File: config.mk
export PLATFORM = sky130hd
export DESIGN_NAME = usbmc_device_flat
export DESIGN_NICKNAME = d
export VERILOG_FILES = /design/src/verilog/usbmc_pkg.sv /design/src/verilog/usbmc_if.sv /design/src/verilog/usbmc_device.sv /design/src/flat_wrapper.sv
export SDC_FILE = /design/constraint.sdc
export NUM_CORES = 1
export LEC_CHECK = 0
export BUFFER_PORTS_ARGS = -buffer_cell sky130_fd_sc_hd__buf_2
export CAP_MARGIN = 25
export CORE_MARGIN = 2
export CORE_UTILIZATION = 45
export DETAILED_ROUTE_END_ITERATION = 7
export HOLD_SLACK_MARGIN = 0.1
export PLACE_DENSITY = 0.79
export SETUP_SLACK_MARGIN = 0.5
export SLEW_MARGIN = 20
export SYNTH_ARGS = -nofsm -noshare
export SYNTH_HDL_FRONTEND = slang
export SYNTH_SLANG_ARGS = --single-unit
File: constraint.sdc
create_clock -name mclk -period 1.5 [get_ports mclk]
set_clock_uncertainty 0.15 [all_clocks]
set_input_delay 0.3 -clock mclk [delete_from_list [all_inputs] [get_ports mclk]]
set_output_delay 0.3 -clock mclk [all_outputs]
set_load 0.005 [all_outputs]
File: src/verilog/usbmc_pkg.sv
/*
 * usbmc_pkg: constants shared by the usb module control device end, its firmware-side
 * controller end, the checker and the bench.
 * assumes a single 10 MHz clock mclk and an asynchronous active-low reset rst_b.
 */
package usbmc_pkg;
    localparam int USBMC_AW = 2;
    localparam int USBMC_DW = 8;
    localparam logic [1:0] USBMC_ADDR_CTRL = 2'h0;
    localparam logic [1:0] USBMC_ADDR_IRQ_STAT = 2'h1;
    localparam logic [1:0] USBMC_ADDR_IRQ_MASK = 2'h2;
    localparam logic [1:0] USBMC_ADDR_STATUS = 2'h3;
    localparam int USBMC_BIT_SUSPEND = 1;
    localparam int USBMC_BIT_RESUME = 2;
    localparam int USBMC_BIT_ENABLE = 3;
    localparam int USBMC_BIT_PACKET_PROCESSING_DISABLE = 4;
    localparam int USBMC_BIT_SE0 = 5;
    localparam int USBMC_BIT_PPRST = 6;
    localparam logic [7:0] USBMC_CTRL_RESET = 8'h00;
    localparam logic [7:0] USBMC_CTRL_WMASK = 8'h4E;
    localparam int USBMC_IRQ_SETUP = 0;
    localparam int USBMC_IRQ_SE0_END = 1;
    localparam int USBMC_IRQ_RESUME_DONE = 2;
    localparam int USBMC_NIRQ = 3;
    localparam int USBMC_CLK_HZ = 10_000_000;
    localparam int USBMC_RESUME_MS = 10;
    localparam int USBMC_RESUME_CYC = USBMC_RESUME_MS * (USBMC_CLK_HZ / 1000);
    localparam int USBMC_NEP = 16;
endpackage : usbmc_pkg

File: src/verilog/usbmc_if.sv
/*
 * usbmc_if: control register port between the device control block and its controller.
 * assumes both ends run on mclk; read data are valid the cycle after rd.
 */
`timescale 1ns/1ps
interface usbmc_if;
    logic [1:0] addr;
    logic [7:0] wdata;
    logic wr;
    logic rd;
    logic [7:0] rdata;
    modport dev (input addr, input wdata, input wr, input rd, output rdata);
    modport ctl (output addr, output wdata, output wr, output rd, input rdata);
endinterface : usbmc_if

File: src/verilog/usbmc_device.sv
/*
 * usbmc_device: usb module control register and the engine control it steers.
 * assumes the engine, transceiver and descriptor ram sit outside and take these levels.
 */
`timescale 1ns/1ps
module usbmc_device
    import usbmc_pkg::*;
#(
    parameter int NEP = USBMC_NEP
) (
    input wire logic mclk,
    input wire logic rst_b,
    usbmc_if.dev bus,
    input wire logic clk_source_ok,
    input wire logic pullup_cfg,
    input wire logic pingpong_used,
    input wire logic line_se0,
    input wire logic setup_token,
    input wire logic [NEP-1:0] pointer_toggle,
    output logic engine_active,
    output logic engine_clk_en,
    output logic pullup_on,
    output logic resume_drive,
    output logic xcvr_idle,
    output logic packet_halt,
    output logic status_fifo_open,
    output logic [NEP-1:0] descriptor_odd_even_pointer
);
    logic [7:0] usb_module_control;
    logic en_set, pp_force;
    assign en_set = usb_module_control[USBMC_BIT_ENABLE];
    assign pp_force = en_set & usb_module_control[USBMC_BIT_PPRST] & pingpong_used;

    // control register; bits 7,0,5 never stored
    always_ff @(posedge mclk or negedge rst_b) begin
        if (!rst_b) begin
            usb_module_control <= USBMC_CTRL_RESET;
        end else begin
            if (bus.wr && bus.addr == USBMC_ADDR_CTRL) begin
                usb_module_control[USBMC_BIT_PPRST] <= bus.wdata[USBMC_BIT_PPRST];
                usb_module_control[USBMC_BIT_RESUME] <= bus.wdata[USBMC_BIT_RESUME];
                usb_module_control[USBMC_BIT_SUSPEND] <= bus.wdata[USBMC_BIT_SUSPEND];
                usb_module_control[USBMC_BIT_ENABLE] <= bus.wdata[USBMC_BIT_ENABLE] & clk_source_ok;
            end
            // set beats a same-cycle clear
            if (en_set && setup_token) begin
                usb_module_control[USBMC_BIT_PACKET_PROCESSING_DISABLE] <= 1'b1;
            end else if (bus.wr && bus.addr == USBMC_ADDR_CTRL && !bus.wdata[USBMC_BIT_PACKET_PROCESSING_DISABLE]) begin
                usb_module_control[USBMC_BIT_PACKET_PROCESSING_DISABLE] <= 1'b0;
            end
            if (!clk_source_ok) begin
                usb_module_control[USBMC_BIT_ENABLE] <= 1'b0;
            end
        end
    end

    // engine-facing levels, all registered
    always_ff @(posedge mclk or negedge rst_b) begin
        if (!rst_b) begin
            engine_active <= 1'b0;
            engine_clk_en <= 1'b0;
            pullup_on <= 1'b0;
            resume_drive <= 1'b0;
            xcvr_idle <= 1'b1;
            packet_halt <= 1'b0;
            status_fifo_open <= 1'b0;
        end else begin
            engine_active <= en_set;
            engine_clk_en <= en_set & ~usb_module_control[USBMC_BIT_SUSPEND];
            pullup_on <= en_set & pullup_cfg;
            resume_drive <= en_set & usb_module_control[USBMC_BIT_RESUME];
            xcvr_idle <= ~en_set | (usb_module_control[USBMC_BIT_SUSPEND] & ~usb_module_control[USBMC_BIT_RESUME]);
            packet_halt <= en_set & usb_module_control[USBMC_BIT_PACKET_PROCESSING_DISABLE];
            status_fifo_open <= en_set;
        end
    end

    // pointers zeroed on enable rising and while forced to even banks
    logic en_q;
    always_ff @(posedge mclk or negedge rst_b) begin
        if (!rst_b) begin
            en_q <= 1'b0;
        end else begin
            en_q <= en_set;
        end
    end
    genvar g;
    generate
        for (g = 0; g < NEP; g++) begin : g_ptr
            always_ff @(posedge mclk or negedge rst_b) begin
                if (!rst_b) begin
                    descriptor_odd_even_pointer[g] <= 1'b0;
                end else if ((en_set && !en_q) || pp_force) begin
                    descriptor_odd_even_pointer[g] <= 1'b0;
                end else if (en_set && pingpong_used && pointer_toggle[g]) begin
                    descriptor_odd_even_pointer[g] <= ~descriptor_odd_even_pointer[g];
                end
            end
        end
    endgenerate

    // read port; se0 is sampled live, reserved bits zero
    always_ff @(posedge mclk or negedge rst_b) begin
        if (!rst_b) begin
            bus.rdata <= 8'h00;
        end else if (bus.rd && bus.addr == USBMC_ADDR_CTRL) begin
            bus.rdata <= (usb_module_control & USBMC_CTRL_WMASK) | {2'b00, line_se0, 5'b00000}
                | {3'b000, usb_module_control[USBMC_BIT_PACKET_PROCESSING_DISABLE], 4'h0};
        end else begin
            bus.rdata <= 8'h00;
        end
    end
endmodule : usbmc_device

File: src/flat_wrapper.sv
// flat-port wrapper written by rule: the top's interface ports become plain ports
module usbmc_device_flat import usbmc_pkg::*;
#(
    parameter int NEP = USBMC_NEP
)
  (mclk, rst_b, clk_source_ok, pullup_cfg, pingpong_used, line_se0, setup_token, pointer_toggle, engine_active, engine_clk_en, pullup_on, resume_drive, xcvr_idle, packet_halt, status_fifo_open, descriptor_odd_even_pointer, bus_addr, bus_wdata, bus_wr, bus_rd, bus_rdata);
  usbmc_if bus_i ();
  input wire logic mclk;
  input wire logic rst_b;
  input wire logic clk_source_ok;
  input wire logic pullup_cfg;
  input wire logic pingpong_used;
  input wire logic line_se0;
  input wire logic setup_token;
  input wire logic [NEP-1:0] pointer_toggle;
  output logic engine_active;
  output logic engine_clk_en;
  output logic pullup_on;
  output logic resume_drive;
  output logic xcvr_idle;
  output logic packet_halt;
  output logic status_fifo_open;
  output logic [NEP-1:0] descriptor_odd_even_pointer;
  input wire logic [$bits(bus_i.addr)-1:0] bus_addr;
  input wire logic [$bits(bus_i.wdata)-1:0] bus_wdata;
  input wire logic [$bits(bus_i.wr)-1:0] bus_wr;
  input wire logic [$bits(bus_i.rd)-1:0] bus_rd;
  output wire logic [$bits(bus_i.rdata)-1:0] bus_rdata;
  assign bus_i.addr = bus_addr;
  assign bus_i.wdata = bus_wdata;
  assign bus_i.wr = bus_wr;
  assign bus_i.rd = bus_rd;
  assign bus_rdata = bus_i.rdata;
  usbmc_device #(.NEP(NEP)) u_core (.mclk(mclk), .rst_b(rst_b), .bus(bus_i), .clk_source_ok(clk_source_ok), .pullup_cfg(pullup_cfg), .pingpong_used(pingpong_used), .line_se0(line_se0), .setup_token(setup_token), .pointer_toggle(pointer_toggle), .engine_active(engine_active), .engine_clk_en(engine_clk_en), .pullup_on(pullup_on), .resume_drive(resume_drive), .xcvr_idle(xcvr_idle), .packet_halt(packet_halt), .status_fifo_open(status_fifo_open), .descriptor_odd_even_pointer(descriptor_odd_even_pointer));
endmodule
Word level (Yosys, flattened, before mapping)
Cells that the tools add are included.
Storage, ports and cells
  flip-flop bits (word level): 35
  input port bits: 35
  output and inout bits: 31
Cells by class
  eq/ne operators: 1
  multiplexer cells: 37
  bitwise logic cells: 30
  reduce and logical (&&, ||, !) cells: 43
Operator list (count)
  two-way mux 1 bit: 35
  nonzero test 2 bit: 17
  logical AND 1 bit: 22
  NOT 1 bit: 19
  bitwise AND 1 bit: 8
  two-way mux 8 bit: 1
  bitwise OR 8 x 5 -> 8 bit: 1
  bitwise OR 7 x 6 -> 7 bit: 1
  two-way mux 3 bit: 1
  zero test 1 bit: 2
  zero test 2 bit: 1
  != test 2 x 1 -> 1 bit (second input constant): 1
  logical OR 1 bit: 1
  bitwise OR 1 bit: 1

Logic depth before layout (Yosys ltp)
  depth after elaboration: 5
  gate-level depth with buffers: 5

Least setup slack after synthesis
Ideal clock, no wire load.
  path kind: input port to flip-flop
  start point: input bus_addr[1]
  end point: register u_core.usb_module_control[1]
  setup time: 0.125 ns
  arrival time: 0.916 ns
  data required time: 1.225 ns
  slack: 0.309 ns
  cell stages on the path: 2
  cell sequence: nor3b_4 -> mux2_2
On the way
  word-level cells in the longest chain between the ends: 2
RTL lines
  start: declaration: RTL line flat_wrapper.sv:24  | input wire logic [$bits(bus_i.addr)-1:0] bus_addr;
  zero test 2 bit: RTL line usbmc_device.sv:39  | if (bus.wr && bus.addr == USBMC_ADDR_CTRL) begin
  logical AND 1 bit: RTL line usbmc_device.sv:39
  end signal: indexed assignment: RTL line usbmc_device.sv:40  | usb_module_control[USBMC_BIT_PPRST] <= bus.wdata[USBMC_BIT_PPRST];
  end signal: indexed assignment: RTL line usbmc_device.sv:41  | usb_module_control[USBMC_BIT_RESUME] <= bus.wdata[USBMC_BIT_RESUME];
  end signal: indexed assignment: RTL line usbmc_device.sv:42  | usb_module_control[USBMC_BIT_SUSPEND] <= bus.wdata[USBMC_BIT_SUSPEND];
  end: declaration: RTL line usbmc_device.sv:29  | logic [7:0] usb_module_control;
No other way between the ends.
A chain may end at the register's enable or synchronous reset.

Worst setup path in the final report
  start point: register u_core.xcvr_idle
  end point: output xcvr_idle
RTL lines
  start: declaration: RTL line usbmc_device.sv:24  | output logic xcvr_idle,
  start signal: assignment: RTL line usbmc_device.sv:72  | xcvr_idle <= ~en_set | (usb_module_control[USBMC_BIT_SUSPEND] & ~usb_module_control[USBMC_BIT_RESUME]);
  end: declaration: RTL line flat_wrapper.sv:20  | output logic xcvr_idle;
No word-level cell between the ends.

==> metrics <==
ANT nets after route 0; crit path kind register to primary output; Clk pin slew, worst setup/hold paths approximately 100 ps; Mapped Area between 1000 and 1500 sq um; layout cell share with drive strength beyond 1 about three quarters; fmax just over 700 MHz; crit path max fanout 1; vias in the first global route about 1,200; most frequent cells in the layout buf_2 (58), dfrtp_1 (31), buf_4 (24); WL/cell roughly 15 um; Final #Nets around 250; synthesized flop and latch total 33; TritonCTS Buffers 5; Die Width 59.1 um; Worst VDD drop 0.651 mV; CP arrival ~960 ps; Clock Path Buffers 2; final wirelength between 3000 and 4000 um; Synth Instances 113; Root Buffer clkbuf_4; Worst Path Buf+Inv 1; Final Max Tran Viols 0; Design Area, Final about 2400 sq um; GRT Util Overall 20.8%; Setup crit start kind register; delay-heaviest family, CP flip-flops; Crit. path cell count 1; drc violations 0; RSZ-0062 raised after global routing true; via count between 1,000 and 1,500; Total Die Area about 3500 sq um; Layout area overhead 76.6%; worst hold slack -268 ps; CP max stage delay about 540 ps; Starting Density 45.9%; Ant. Diodes 0; largest net degree at the start of global routing 18; post-synth cell types 19; Placed Instance Area between 1500 and 2000 sq um; post-DP HPWL ~2100 um; critical path required time approximately 1100 ps; Synth Warn # 0; final setup vio count 0; first-pass GRT wire length ~5200 um; HP Class input pin to async pin; H-tree level count 2; vias per inst 4.70; setup TNS 0 ps; Core Rows 20; Max-Cap Viols 0; Core Box Area approximately 3000 sq um; Pleak 1.18 nW; CTS tree built; Seq/Total Area, Yosys 60.5%; synthesized area per cell ~12 sq um; critical path endpoint category primary output; Port Buf Inserts 60; failing checks negative hold slack; commonest non-fill, non-tap cell in the layout buf_2; Crit Reg-Reg Startpoint u_core.engine_active$_DFF_PN0_; ratio of final minimum period to clock period between 90 and 100%; Overflow after GRT 0; critical path startpoint u_core.xcvr_idle$_DFF_PN1_; First-pass DRT Iterations 4; final hold violation count 16; routability cong. 0.667; initial antenna violation count 0; outcome complete, but fails checks; r2r worst-path depth 5; CTS Sinks 33; clock latency on the worst-skew pair roughly 330 ps; 1st-iter DRT viols 20; I/O pin count 66; CP cell instances buf_6; P per Cell Area between 1000 and 1500 nW/um^2; Critical-path top delay cell dfstp_2; cts hold-fix bufs 4; Die Y about 59 um; Final min period roughly 1400 ps
==> worst register-to-register path, stage by stage, from the launching register on <==
cell      delay (ps)
dfrtp_1          420
buf_6            130
a21boi_4         170
buf_6            130
buf_16           120
nor2_2            40
==> sequential cells by signal, indices dropped and copies added, names as in the netlist <==
name,flops
u_core.bus.rdata,6
u_core.en_set,1
u_core.engine_clk_en,1
u_core.descriptor_odd_even_pointer,16
u_core.xcvr_idle,1
u_core.pullup_on,1
u_core.engine_active,1
u_core.packet_halt,1
u_core.resume_drive,1
u_core.usb_module_control,4
==> stage by stage <==
step / std cells / worst slack [ps] / power (mW) / hold WS [ps] / utilization [%]
2_1_floorplan: 114 / 309 / 1.34 / -146 / -
3_3_place_gp: 205 / 147 / 1.53 / 92.9 / 57.6
3_5_place_dp: 205 / 118 / 1.56 / 98.3 / 57.6
4_1_cts: 241 / 74.6 / 2.29 / -267 / 72.8
5_1_grt: 247 / 54.6 / 2.64 / -257 / 81.1
6_report: 247 / 91.9 / 2.50 / -268 / 81.1
==> worst paths after layout <==
check                                                                    endpoint  slack, ps
worst max-delay path                                                    xcvr_idle         90
worst min-delay path            u_core.descriptor_odd_even_pointer[5]$_DFFE_PN0P_       -270
worst max register to register  u_core.descriptor_odd_even_pointer[8]$_DFFE_PN0P_        240
worst min register to register                     u_core.engine_clk_en$_DFF_PN0_        350
max in group asynchronous                              u_core.xcvr_idle$_DFF_PN1_        960
min in group mclk                        u_core.usb_module_control[4]$_DFFE_PN0P_         40
==> logic make-up (layout without fill, tap and decap cells) <==
family | count (synthesis) | after routing | share of synthesized area [%]
multiplexers | 3 | 3 | 2.47
other | 1 | 2 | 0.274
buffers and inverters | 8 | 108 | 5.22
XOR/XNOR | 16 | 16 | 10.2
AO/OA/AOI/OAI | 3 | 3 | 2.38
flip-flops | 33 | 33 | 60.5
AND/OR/NAND/NOR | 49 | 49 | 18.9
==> area by class of cell <==
cell class / instances / area (sq um)
Sequential cell: 33 / 828
Multi-Input combinational cell: 73 / 792
Timing Repair Buffer: 100 / 702
Fill cell: 180 / 563
Clock buffer: 6 / 41.3
Tap cell: 33 / 41.3
Clock inverter: 2 / 10.0
==> synth_stat cells <==
cell type / n / area, sq um
nor3b_4: 1 / 18.8
buf_6: 3 / 33.8
nor2b_1: 1 / 6.26
a21boi_4: 1 / 18.8
and2_1: 9 / 56.3
conb_1: 1 / 3.75
mux2_2: 3 / 33.8
nand3_1: 17 / 85.1
nor3b_1: 1 / 7.51
buf_4: 5 / 37.5
xor2_1: 16 / 140
dfstp_2: 1 / 26.3
nor2_1: 17 / 63.8
a22o_1: 1 / 8.76
nand2_4: 1 / 11.3
o21ai_0: 1 / 5.00
nand2_1: 1 / 3.75
dfrtp_1: 32 / 801
nand2b_1: 1 / 6.26
==> layer usage <==
layer	share of wire, %	up-vias	GRT usage (%)
li1	-	545	-
met1	37	573	22.2
met2	57	37	37.6
met3	5.3	5	5.24
met4	1.4	0	10.4
met5	0	-	0
==> power breakdown <==
group | internal (mW) | switching [mW]
sequential | 1.03 | 0.0896
combinational | 0.529 | 0.379
clock | 0.178 | 0.294
total | 1.74 | 0.762
==> timing repair <==
item	4_1_cts	5_1_grt
endpoints found under the setup margin	55	56
setup buffers	23	6
cloned	1	0
pin swaps	11	15
endpoints found under the hold margin	39	36
gates resized for setup	36	42
Note: power is estimated with default switching activity, not from simulation.
